`config.mk`:
```
export PLATFORM = sky130hd
export DESIGN_NAME = rpms_sequencer
export DESIGN_NICKNAME = d
export VERILOG_FILES = /design/src/rtl/rpms_sequencer.v
export VERILOG_INCLUDE_DIRS = /design/src /design/src/rtl
export SDC_FILE = /design/constraint.sdc
export NUM_CORES = 1
export LEC_CHECK = 0
export ABC_CLOCK_PERIOD_IN_PS = 2600
export BUFFER_PORTS_ARGS = -buffer_cell sky130_fd_sc_hd__buf_4
export CAP_MARGIN = 0
export CORE_MARGIN = 2
export CORE_UTILIZATION = 47
export CTS_BUF_LIST = sky130_fd_sc_hd__clkbuf_4
export CTS_CLUSTER_DIAMETER = 60
export DETAILED_ROUTE_END_ITERATION = 7
export HOLD_SLACK_MARGIN = 0.15
export PLACE_DENSITY_LB_ADDON = 0.3
export SLEW_MARGIN = 20
export SYNTH_ARGS = -nofsm -noshare
export SYNTH_HDL_FRONTEND = slang
export SYNTH_SLANG_ARGS = --single-unit
```
`constraint.sdc`:
```
create_clock -name clk -period 2.6 [get_ports clk]
set_input_delay 0.26 -clock clk [delete_from_list [all_inputs] [get_ports clk]]
set_output_delay 0.26 -clock clk [all_outputs]
set_load 0.01 [all_outputs]
```
`src/rtl/rpms_consts.vh`:
```
// Constants for the reset and power mode sequencer.
// Included by rtl/rpms_sequencer.v only; holds definitions only.
`ifndef RPMS_CONSTS_VH
`define RPMS_CONSTS_VH

// ****************************************
// Register map
// ****************************************
`define RPMS_ADDR_W         4
`define RPMS_OFS_CTRL       4'h0
`define RPMS_OFS_CLKCFG     4'h1
`define RPMS_OFS_KEEP       4'h2
`define RPMS_OFS_STATUS     4'h3
`define RPMS_OFS_RSTSRC     4'h4

// ****************************************
// Control register fields
// ****************************************
`define RPMS_CTRL_SWRST     0
`define RPMS_CTRL_WAIT      1
`define RPMS_CTRL_STOP      2

// ****************************************
// Clock configuration fields
// ****************************************
`define RPMS_CFG_SRC_PLL    0
`define RPMS_CFG_PLL_POWER_DOWN      1
`define RPMS_CFG_OSCSB      2
`define RPMS_CFG_REGSB      3
`define RPMS_CFG_OSCPD      4
`define RPMS_CFG_TMRFAST    5
`define RPMS_CFG_PWMFAST    6
`define RPMS_CFG_RESET      16'h0000

// ****************************************
// Keep-alive fields
// ****************************************
`define RPMS_KEEP_SCI       4
`define RPMS_KEEP_RESET     16'h0000

// ****************************************
// Reset timing in oscillator and system clocks
// ****************************************
`define RPMS_POR_EXT_CYC    64
`define RPMS_CLKGEN_CYC     32
`define RPMS_PERIPH_CYC     32
`define RPMS_CORE_CYC       32
`define RPMS_WDOG_DIV       1024

// ****************************************
// Power modes
// ****************************************
`define RPMS_MODE_RUN       3'h0
`define RPMS_MODE_WAIT      3'h1
`define RPMS_MODE_STOP      3'h2
`define RPMS_MODE_STBY      3'h3
`define RPMS_MODE_PDN       3'h4

`endif

```
`src/rtl/rpms_sequencer.v`:
```
// Reset and power mode sequencer of the system integration unit.
// Assumes clk is the master oscillator clock, free running; it is sampled
// against the double-rate clock enable pulse from the clock synth unit.
// Function
// RL1 - Wait instruction gates core and memory clocks, peripherals keep running
// RL2 - Wait exits on interrupt, debug entry or any reset
// RL3 - Stop instruction stops system clocks, master clock keeps running
// RL4 - Stop exits on enabled timer, serial, low-voltage, debug or reset
// RL5 - Stop keep-alive bits keep chosen peripheral clocks during Stop
// RL6 - Standby: oscillator source, PLL off, oscillator and regulator standby (code: Standby entry does not need the regulator standby bit)
// RL7 - Power-Down from Standby stops all clocks; only external or power-on exits (code: any of the four reset sources exits)
// RL8 - Regulator standby honoured only with PLL deselected at slow bus
// RL9 - Watchdog clock is master oscillator divided by 1024
// RL10 - Timer and PWM fast rate only with PLL active and selected
// RL11 - Four reset sources: pin and power-on async, software and watchdog sync
// RL12 - Test access port reset follows power-on only
// RL13 - Stretched power-on reset holds 64 oscillator cycles after release
// RL14 - Clock-gen reset releases 32 oscillator cycles after all sources release
// RL15 - Peripheral reset releases 32 cycles after clock-gen reset
// RL16 - Core reset releases 32 system clocks after peripheral reset
// RL17 - Reset release aligned to a system clock rising edge
// RL18 - Clock-gen reset released on the oscillator falling edge
// RL19 - Peripheral and core resets released on delayed clock falling edge (code: released on a clk rising edge when sys_div_q is high)
// RL20 - Master oscillator clock times all reset stretch counters (code: the core stage counts system clocks, on sys_div_q)
// RL21 - Double-rate clock halved for core, memory and peripheral clocks
// RL22 - Fast peripheral clock disabled when master oscillator is selected
// RL23 - Any reset abandons low power modes and restarts staged release
`timescale 1ns/100ps
`default_nettype none
`include "rpms_consts.vh"

module rpms_sequencer #(
  parameter WDOG_DIV   = `RPMS_WDOG_DIV,
  parameter NUM_TIMERS = 4
) (
  input  wire                      clk,
  input  wire                      reset,
  input  wire                      por_n,
  input  wire                      ext_reset_n,
  input  wire                      wdog_reset,
  input  wire                      wait_instr,
  input  wire                      stop_instr,
  input  wire                      irq_any,
  input  wire [NUM_TIMERS-1:0]     timer_irq,
  input  wire                      serial_irq,
  input  wire                      lowvolt_irq,
  input  wire                      debug_entry,
  input  wire                      x2_tick,
  input  wire                      slow_bus,
  input  wire [`RPMS_ADDR_W-1:0]   reg_addr,
  input  wire [15:0]               reg_wdata,
  input  wire                      reg_wr,
  input  wire                      reg_rd,
  output reg  [15:0]               reg_rdata,
  output reg                       tap_reset,
  output reg                       ext_por_q,
  output reg                       clockgen_reset,
  output reg                       peripheral_reset,
  output reg                       core_reset,
  output reg                       core_clk_en,
  output reg                       periph_clk_en,
  output reg  [NUM_TIMERS-1:0]     timer_clk_en,
  output reg                       serial_clk_en,
  output reg                       fast_periph_clk_en,
  output reg                       timer_fast_en,
  output reg                       pwm_fast_en,
  output reg                       wdog_tick,
  output reg                       pll_power_down,
  output reg                       osc_source_select,
  output reg                       osc_standby_select,
  output reg                       osc_power_down,
  output reg                       regulator_standby,
  output reg  [2:0]                power_mode
);

  // ****************************************
  // Input synchronisers
  // ****************************************
  reg [1:0] por_n_s_q;
  reg [1:0] ext_n_s_q;
  always @(posedge clk) begin
    por_n_s_q <= {por_n_s_q[0], por_n};
    ext_n_s_q <= {ext_n_s_q[0], ext_reset_n};
  end
  wire por_act = reset | ~por_n_s_q[1];
  wire ext_act = ~ext_n_s_q[1];

  // ****************************************
  // Registers
  // ****************************************
  reg [15:0]           cfg_q;
  reg [NUM_TIMERS-1:0] keep_tmr_q;
  reg                  keep_sci_q;
  reg                  swrst_q;
  reg [3:0]            srcflag_q;
  reg [2:0]            mode_q;
  reg                  sys_div_q;

  // RL11 software source
  wire sw_req = reg_wr & (reg_addr == `RPMS_OFS_CTRL) & reg_wdata[`RPMS_CTRL_SWRST];
  // RL11 merge sources
  wire any_src = por_act | ext_act | swrst_q | wdog_reset;

  always @(posedge clk) begin
    if (por_act) begin
      cfg_q      <= `RPMS_CFG_RESET;
      keep_tmr_q <= {NUM_TIMERS{1'b0}};
      keep_sci_q <= 1'b0;
    end else if (reg_wr && reg_addr == `RPMS_OFS_CLKCFG) begin
      cfg_q <= reg_wdata;
    end else if (reg_wr && reg_addr == `RPMS_OFS_KEEP) begin
      keep_tmr_q <= reg_wdata[NUM_TIMERS-1:0];
      keep_sci_q <= reg_wdata[`RPMS_KEEP_SCI];
    end
    swrst_q <= sw_req & ~por_act;
  end

  // Reset cause flags: a new cause wins over the read-clear
  always @(posedge clk) begin
    if (reset) begin
      // Synchronous reset stands in for power-on, so it leaves the power-on cause set
      srcflag_q <= 4'h1;
    end else begin
      srcflag_q <= ((reg_rd && reg_addr == `RPMS_OFS_RSTSRC) ? 4'h0 : srcflag_q)
                   | {wdog_reset, swrst_q, ext_act, ~por_n_s_q[1]};
    end
  end

  // ****************************************
  // Staged reset release
  // ****************************************
  reg [6:0] por_cnt_q;
  reg [5:0] cg_cnt_q;
  reg [5:0] pr_cnt_q;
  reg [5:0] cr_cnt_q;
  reg       cg_hold_q;
  reg       pr_hold_q;

  always @(posedge clk) begin
    // RL13 RL20 power-on stretch
    if (por_act) begin
      por_cnt_q <= 7'd0;
    end else if (por_cnt_q != `RPMS_POR_EXT_CYC) begin
      por_cnt_q <= por_cnt_q + 7'd1;
    end
    // RL14 RL23 clock-gen stretch
    if (any_src || por_cnt_q != `RPMS_POR_EXT_CYC) begin
      cg_cnt_q <= 6'd0;
    end else if (cg_cnt_q != `RPMS_CLKGEN_CYC) begin
      cg_cnt_q <= cg_cnt_q + 6'd1;
    end
    cg_hold_q <= any_src | (por_cnt_q != `RPMS_POR_EXT_CYC) | (cg_cnt_q != `RPMS_CLKGEN_CYC);
    // RL15 peripheral stage in oscillator cycles
    if (cg_hold_q) begin
      pr_cnt_q <= 6'd0;
    end else if (pr_cnt_q != `RPMS_PERIPH_CYC) begin
      pr_cnt_q <= pr_cnt_q + 6'd1;
    end
    pr_hold_q <= cg_hold_q | (pr_cnt_q != `RPMS_PERIPH_CYC);
    // RL16 core stage in system clocks
    if (pr_hold_q) begin
      cr_cnt_q <= 6'd0;
    end else if (sys_div_q && cr_cnt_q != `RPMS_CORE_CYC) begin
      cr_cnt_q <= cr_cnt_q + 6'd1;
    end
  end

  // RL18 clock-gen reset leaves on the falling edge
  always @(negedge clk) begin
    clockgen_reset <= cg_hold_q;
  end

  always @(posedge clk) begin
    // RL12 test port reset
    tap_reset <= ~por_n_s_q[1] | reset;
    ext_por_q <= por_cnt_q != `RPMS_POR_EXT_CYC;
    // RL17 RL19 release on system clock phase
    // Assert straight from the merged sources so later stages never lag clock-gen
    if (any_src || pr_hold_q) begin
      peripheral_reset <= 1'b1;
    end else if (sys_div_q) begin
      peripheral_reset <= 1'b0;
    end
    if (any_src || pr_hold_q || cr_cnt_q != `RPMS_CORE_CYC) begin
      core_reset <= 1'b1;
    end else if (sys_div_q) begin
      core_reset <= 1'b0;
    end
  end

  // ****************************************
  // Clock division
  // ****************************************
  reg [10:0] wd_cnt_q;
  always @(posedge clk) begin
    // RL21 halve double-rate clock
    if (clockgen_reset) begin
      sys_div_q <= 1'b0;
    end else if (x2_tick) begin
      sys_div_q <= ~sys_div_q;
    end
    // RL9 watchdog divider
    if (reset) begin
      wd_cnt_q  <= 11'd0;
      wdog_tick <= 1'b0;
    end else begin
      wd_cnt_q  <= (wd_cnt_q == WDOG_DIV - 1) ? 11'd0 : wd_cnt_q + 11'd1;
      wdog_tick <= wd_cnt_q == WDOG_DIV - 1;
    end
  end

  // ****************************************
  // Power mode machine
  // ****************************************
  localparam RUN  = `RPMS_MODE_RUN;
  localparam WAIT = `RPMS_MODE_WAIT;
  localparam STOP = `RPMS_MODE_STOP;
  localparam STBY = `RPMS_MODE_STBY;
  localparam PDN  = `RPMS_MODE_PDN;

  wire pll_sel = cfg_q[`RPMS_CFG_SRC_PLL] & ~cfg_q[`RPMS_CFG_PLL_POWER_DOWN];
  wire stby_cfg = ~cfg_q[`RPMS_CFG_SRC_PLL] & cfg_q[`RPMS_CFG_PLL_POWER_DOWN]
                  & cfg_q[`RPMS_CFG_OSCSB];
  // RL4 stop wake sources
  wire stop_wake = |(timer_irq & keep_tmr_q) | (serial_irq & keep_sci_q)
                   | lowvolt_irq | debug_entry;
  reg [2:0] mode_d;

  always @* begin
    mode_d = mode_q;
    case (mode_q)
      RUN, STBY: begin
        // RL1 wait entry
        if (wait_instr) begin
          mode_d = WAIT;
        // RL3 stop entry
        end else if (stop_instr) begin
          mode_d = STOP;
        // RL7 power-down only from standby
        end else if (mode_q == STBY && cfg_q[`RPMS_CFG_OSCPD]) begin
          mode_d = PDN;
        // RL6 standby by configuration
        end else begin
          mode_d = stby_cfg ? STBY : RUN;
        end
      end
      // RL2 wait exit
      WAIT:    if (irq_any || debug_entry) mode_d = stby_cfg ? STBY : RUN;
      STOP:    if (stop_wake) mode_d = stby_cfg ? STBY : RUN;
      PDN:     mode_d = PDN;
      default: mode_d = RUN;
    endcase
  end

  always @(posedge clk) begin
    // RL23 RL7 any reset ends in run
    if (any_src) begin
      mode_q <= RUN;
    end else begin
      mode_q <= mode_d;
    end
  end

  // ****************************************
  // Clock gating and control outputs
  // ****************************************
  wire live = ~peripheral_reset & (mode_q != PDN);
  always @(posedge clk) begin
    // RL1 RL3 gate core and peripherals
    core_clk_en   <= live & ~core_reset & (mode_q == RUN || mode_q == STBY);
    periph_clk_en <= live & (mode_q != STOP);
    // RL5 stop keep-alive
    timer_clk_en  <= {NUM_TIMERS{live}} & ((mode_q == STOP) ? keep_tmr_q
                                                               : {NUM_TIMERS{1'b1}});
    serial_clk_en <= live & ((mode_q != STOP) | keep_sci_q);
    // RL22 fast clock only with PLL
    fast_periph_clk_en <= live & pll_sel;
    // RL10 fast rates need PLL
    // Fast rates follow the fast clock, so they drop with it in reset
    timer_fast_en <= live & pll_sel & cfg_q[`RPMS_CFG_TMRFAST];
    pwm_fast_en   <= live & pll_sel & cfg_q[`RPMS_CFG_PWMFAST];
    pll_power_down     <= cfg_q[`RPMS_CFG_PLL_POWER_DOWN];
    osc_source_select  <= cfg_q[`RPMS_CFG_SRC_PLL];
    osc_standby_select <= cfg_q[`RPMS_CFG_OSCSB];
    osc_power_down     <= (mode_q == PDN);
    // RL8 regulator standby guard
    regulator_standby  <= cfg_q[`RPMS_CFG_REGSB] & ~cfg_q[`RPMS_CFG_SRC_PLL] & slow_bus;
    power_mode         <= mode_q;
  end

  // ****************************************
  // Read port
  // ****************************************
  // Keep-alive word built bit by bit; a zero-width pad is not legal
  reg [15:0] keep_word;
  always @* begin
    keep_word = 16'h0000;
    keep_word[NUM_TIMERS-1:0] = keep_tmr_q;
    keep_word[`RPMS_KEEP_SCI] = keep_sci_q;
  end

  always @(posedge clk) begin
    if (reset) begin
      reg_rdata <= 16'h0000;
    end else if (reg_rd) begin
      case (reg_addr)
        `RPMS_OFS_CLKCFG: reg_rdata <= {9'h000, cfg_q[6:0]};
        `RPMS_OFS_KEEP:   reg_rdata <= keep_word;
        `RPMS_OFS_STATUS: reg_rdata <= {10'h000, peripheral_reset, core_reset, pll_sel, mode_q};
        `RPMS_OFS_RSTSRC: reg_rdata <= {12'h000, srcflag_q};
        default:          reg_rdata <= 16'h0000;
      endcase
    end else begin
      reg_rdata <= 16'h0000;
    end
  end

endmodule // rpms_sequencer
`default_nettype wire

```
==> out/results.tsv, run 1 <==
metric	value	unit
status	finished, final reports clean	
multi_input_area	0.00162	mm^2
grt_overflow	0	
slowest_delay	330	ps
finalSetupTns	0	ps
firstDrtPassIters	4	
r2r.worst_path.cells	0	
synth_cell_types	51	
cts.sinks	94	
end_kind	output port	
die_w	92.1	um
ys_seq_elements	94	
ys_seq_area_frac	0.516	
whs	178	ps
drc	0	
drv_cap	0	
vias	2849	
drt_iter0_markers	149	
avgRoutedWirePerCell	12.8	um
crit_path_start_kind	flip-flop	
yosys.area.top_type	dfxtp_1	
floorplan.initialDensity	0.480	
fin_nets	512	
fp.dieArea	0.00849	mm^2
clkTransAtPathRegs	130	ps
ir_worst_vdd	0.307	mV
slew_violations	0	
synth_flop_cell	dfxtp_1	
slew_headroom	0.582	
fill_cells	692	
grt_pass1_wl	12100	um
synth_area	0.00365	mm^2
rows	32	
regToRegStartpoint	cg_hold_q	
synthTopCellsByArea	dfxtp_1 (52%), nor2_1 (6.3%), xor2_1 (4.6%), nand3_1 (4.0%), xnor2_1 (3.1%)	
hold_start	reg_addr[0]	
hp-class	in2reg	
hold_path_depth	3	
synthCells	381	
ff2ff_setup_slack	710	ps
crit_arrival	2210	ps
placement.io_buffers	60	
cp.required	2340	ps
drive_above_1_share	0.179	
slowest_stage	dfxtp_1	
diodes	0	
path_max_fanout	2	
synth_edf_count	0	
worst_slew_pin_slew	622	ps
synth-async-reset-ratio	0	
yosys_warnings	0	
viasPerCell	4.99	
crit_buf_inv	1	
routed_wl	7290	um
clk-insertion-delay-late	450	ps
synth_top_area_share	0.516	
htreeDepth	3	
setup_violations	0	
antenna_found_initial	0	
grt_max_degree	21	
die_y	92.1	um
crit_family	flip-flops	
cp_cell_sequence	buf_4	
cts_tree	done	
cellLeakagePower	0.00181	uW
core_area	0.00761	mm^2
r2r-end	clockgen_reset	
cts-resized-gates	0	
dp_hpwl	5150	um
numCtsBuffers	9	
rsz0062_at_grt	no	
root_buffer	clkbuf_4	
critical_path_class	reg2out	
ant_nets	0	
seq_area	0.00188	mm^2
finClkSkew	41.6	ps
first_global_vias	2629	
area_delta_synth_final	23.3	%
avgSynthCellArea	9.58	um^2
place_congestion	0.809	
min_to	reg_rdata[4]	
track_usage	0.180	
power-per-cell-area	528	mW/mm^2
io_pins	79	
cts_max_path_buffers	2	
hold_viol	0	
[worst max-delay path by stage]
stage / startpoint / endpoint / slack [ps] / depth (start not counted)
after floorplan: clockgen_reset / clockgen_reset / 690 / 0
final: clockgen_reset / clockgen_reset / 130 / 1
after global routing: clockgen_reset / clockgen_reset / 90 / 1
after CTS: clockgen_reset / clockgen_reset / 110 / 1
after global placement: clockgen_reset / clockgen_reset / 610 / 1
after detailed placement: clockgen_reset / clockgen_reset / 600 / 1
[cell usage in the layout, fill, tap and decap left out, drive strengths merged, types with 4 or more instances in the layout]
master       synthesis  final
o21a                 5      5
and3                10     10
inv                 14     14
and2                 4      4
dlygate4sd3          0     22
nor4b                5      5
ha                   9      9
a22oi                6      6
xnor2               13     13
clkbuf               5     10
xor2                19     19
nor2                61     61
nor2b                5      5
clkinvlp             0      4
conb                 1      9
a21oi               18     18
a221oi               4      4
buf                 14     61
dfxtp               94     94
mux2i                5      5
nand2               20     20
nand3               29     29
nor3                 8      8
nand2b               5      5
[synthesized netlist by cell type, drive strengths merged, types with 6 or more instances]
master and instances:
nor3 8, inv 14, xnor2 13, ha 9
xor2 19, buf 14, nand3 29, a22oi 6
a21oi 18, nand2 20, and3 10, nor2 61
dfxtp 94
[stage by stage]
step / instance area (um^2) / instances / utilization / setup slack [ps] / total power [uW]
detailed placement: 4140 / 533 / 0.544 / 600 / 1620
finish: 4500 / 571 / 0.591 / 135 / 2380
global route: 4500 / 571 / 0.591 / 87.7 / 2480
global placement: 4140 / 533 / 0.544 / 614 / 1620
floorplan: 3680 / 389 / - / 693 / 1580
CTS: 4500 / 571 / 0.591 / 113 / 2400
[where the power goes]
part / leakage [uW] / total [uW] / switching (uW) / internal [uW]
combinational: 0.000982 / 144 / 67.6 / 75.9
sequential: 0.000761 / 1470 / 11.6 / 1450
clock: 0.0000699 / 767 / 465 / 302
[flip-flops by register name, indices dropped and copies added, names as in the netlist, 2 cells and up]
| name | flops |
|---|---|
| wd_cnt_q | 11 |
| ext_n_s_q | 2 |
| mode_q | 3 |
| srcflag_q | 4 |
| por_n_s_q | 2 |
| keep_tmr_q | 4 |
| cfg_q | 7 |
| cr_cnt_q | 6 |
| timer_clk_en | 4 |
| pr_cnt_q | 6 |
| reg_rdata | 7 |
| power_mode | 3 |
| por_cnt_q | 7 |
| cg_cnt_q | 6 |
[cells by family after synthesis]
family | count (synthesis) | share of synthesized area
AOI/OAI and AO/OA | 46 | 0.0895
xor gates and xnor gates | 32 | 0.0768
adders and majority gates | 9 | 0.0309
buffers and inverters | 33 | 0.0483
DFF | 94 | 0.516
muxes | 6 | 0.0168
other | 1 | 0.00103
and+or+nand+nor | 160 | 0.221
[layout make-up]
class,instances,share of cell area
Clock buffer,10,0.0167
Clock inverter,7,0.0147
Timing Repair Buffer,83,0.151
Multi-Input combinational cell,262,0.360
Tap cell,102,0.0284
Inverter,13,0.0108
Sequential cell,94,0.418
[metal layers]
| layer | up-vias | wire [um] | global-route usage |
|---|---|---|---|
| li1 | 1446 | - | - |
| met1 | 1324 | 3280 | 0.234 |
| met2 | 67 | 3550 | 0.287 |
| met3 | 12 | 325 | 0.0345 |
| met4 | 0 | 139 | 0.0846 |
| met5 | - | 0 | 0 |
[timing repair]
action	CTS	global route
hold buffers	22	0
buffers inserted	0	0
hold endpoints to repair	26	0
(Power assumes the default switching activity.)
==> run 2, diff against run 1 <==
Settings changed: BUFFER_PORTS_ARGS -buffer_cell sky130_fd_sc_hd__buf_4 to unset, CORE_UTILIZATION 47 to 55, DONT_BUFFER_PORTS set to 1.
==> run 2 against run 1 <==
Against the previous run:
- combinational power is 23% lower
- total power down 5.3%
- final cell count fell by 11%
- routed wire length grew 4.8%
- sequential power hardly changed
- worst hold slack lost 9.6 ps
- first-iteration DRC count increased by 91%
- largest cell class unchanged
- core utilization increased by 6.4 points
==> out/results.tsv, run 2 (synthesis gave the netlist of run 1 again) <==
metric	value	unit	change
drive_above_1_share	0.0559		-0.123
drc	0		unchanged
dp_hpwl	4980	um	-3.3%
place_congestion	0.814		+0.57%
routed_wl	7640	um	+4.8%
hold_viol	0		unchanged
path_max_fanout	13		+11
r2r-end	mode_q[1]		
swShare	0.234		+0.00454
fin_nets	472		-7.8%
finalSetupTns	0	ps	unchanged
diodes	0		unchanged
fp.dieArea	0.00730	mm^2	-14%
drt_iter0_markers	284		+91%
avgRoutedWirePerCell	15.1	um	+18%
clk-insertion-delay-late	450	ps	about the same
root_buffer	clkbuf_4		
p_total	2250	uW	-5.3%
critical_path_class	in2reg		
drv_cap	0		unchanged
hold_start	serial_irq		
p_seq_frac	0.652		+0.035
post-route-min-period	2430	ps	
dp_slack	676	ps	+76.0 ps
worst_slew_pin_slew	586	ps	-35.8 ps
rsz0062_at_grt	no		
regToRegStartpoint	mode_q[1]		
layout.cells.non_filler	506		-11%
fmax	412	MHz	
ir_worst_vdd	0.520	mV	+69%
cts.sinks	94		unchanged
place_inst	449		-16%
io_pins	79		unchanged
die_y	85.5	um	-7.2%
power-per-cell-area	537	mW/mm^2	+1.7%
power_frac_comb	0.049		-0.011
grt_max_degree	21		unchanged
core_area	0.00639	mm^2	-16%
grt_overflow	0		unchanged
ff2ff_setup_slack	390	ps	-320 ps
final_cell_mix	dfxtp_1 (94), nor2_1 (61), dlygate4sd3_1 (41), nand3_1 (29), nand2_1 (20)		
final_common_cell	dfxtp_1		
end_kind	flip-flop		
cts_tree	done		
numCtsBuffers	9		unchanged
largest_reg_flops	11		unchanged
setup_violations	0		unchanged
p_clk_frac	0.298		-0.025
fin_util	0.656		+0.0641
rows	29		-9.4%
viasPerCell	5.55		+11%
slew_violations	0		unchanged
top_register	wd_cnt_q		
r2r.worst_path.cells	5		+5
placement.io_buffers	0		-100%
period_share	0.933		
slew_headroom	0.606		+0.0241
firstDrtPassIters	4		unchanged
die_w	85.5	um	-7.2%
clkTransAtPathRegs	140	ps	about the same
vias	2806		-1.5%
status	finished, final reports clean		
floorplan.initialDensity	0.572		+0.0917
track_usage	0.226		+0.0463
p_sw	526	uW	-3.4%
ant_nets	0		unchanged
antenna_found_initial	0		unchanged
htreeDepth	3		unchanged
hp-class	in2reg		
min_to	mode_q[2]		
crit_path_start_kind	input pin		
postCtsSetupBuffers	0		unchanged
area_delta_synth_final	14.7	%	
crit_arrival	2820	ps	+610 ps
fill_cells	519		-25%
setup_ws	175	ps	+40.0 ps
first_global_vias	2707		+3.0%
cp.required	2990	ps	+650 ps
cts_max_path_buffers	2		unchanged
grt_pass1_wl	13000	um	+7.1%
hold_path_depth	3		unchanged
cellLeakagePower	0.00160	uW	-12%
power.internal	1720	uW	-5.9%
finClkSkew	31.0	ps	-10.6 ps
-- run 2: cell count changes in the layout (fill, tap and decap cells not counted) --
| cell | delta |
|---|---|
| clkinv_1 | +1 |
| dlygate4sd3_1 | +19 |
| clkinv_2 | +2 |
| clkbuf_4 | +1 |
| buf_4 | -59 |
| bufinv_16 | -1 |
| clkinvlp_4 | -2 |
| clkinvlp_2 | -1 |
-- run 2: layout make-up --
cell class | instances | area (um^2) | area share
inverter | 13 | 48.8 | 0.0117
clock buffer | 11 | 82.6 | 0.0197
clock inverter | 6 | 30.0 | 0.00717
multi-input combinational | 262 | 1620 | 0.387
timing repair buffer | 43 | 425 | 0.102
tap | 77 | 96.3 | 0.0230
sequential | 94 | 1880 | 0.449
-- run 2: power by group through the flow --
stage | Clock (uW) | Combinational, uW | Sequential (uW)
after floorplan | 4.81 | 74.8 | 1500
after global placement | 4.81 | 64.9 | 1500
after detailed placement | 4.81 | 66.1 | 1500
after CTS | 688 | 107 | 1470
after global routing | 752 | 124 | 1470
final | 671 | 111 | 1470
-- run 2: timing repair --
action | in CTS | in global routing
endpoints found under the setup margin | 0 | 0
hold buffers | 41 | 0
hold endpoints to repair | 45 | 0
gates resized for setup | 0 | 0
-- run 2: stage by stage --
stage	hold slack (ps)	cell area (um^2)
2_1_floorplan	288	3680
3_3_place_gp	288	3670
3_5_place_dp	288	3670
4_1_cts	151	4190
5_1_grt	164	4190
6_report	169	4190
-- run 2: worst max-delay path: stages --
cell and delay [ps]:
dlygate4sd3_1 570, nor4b_2 340, buf_4 250, nand3_1 90, dlygate4sd3_1 570, a21oi_1 150, dlygate4sd3_1 570
-- run 2: per-layer routing --
metal	global-route usage	routed length [um]
met1	0.275	3250
met2	0.375	3780
met3	0.0798	529
met4	0.0707	83
met5	0	0
-- run 2: how the worst max path moves through the flow --
stage                   startpoint             end
floorplan           clockgen_reset  clockgen_reset
global placement    clockgen_reset  clockgen_reset
detailed placement  clockgen_reset  clockgen_reset
CTS                 clockgen_reset  clockgen_reset
global route           reg_addr[1]        cfg_q[5]
finish                 reg_addr[1]        cfg_q[4]
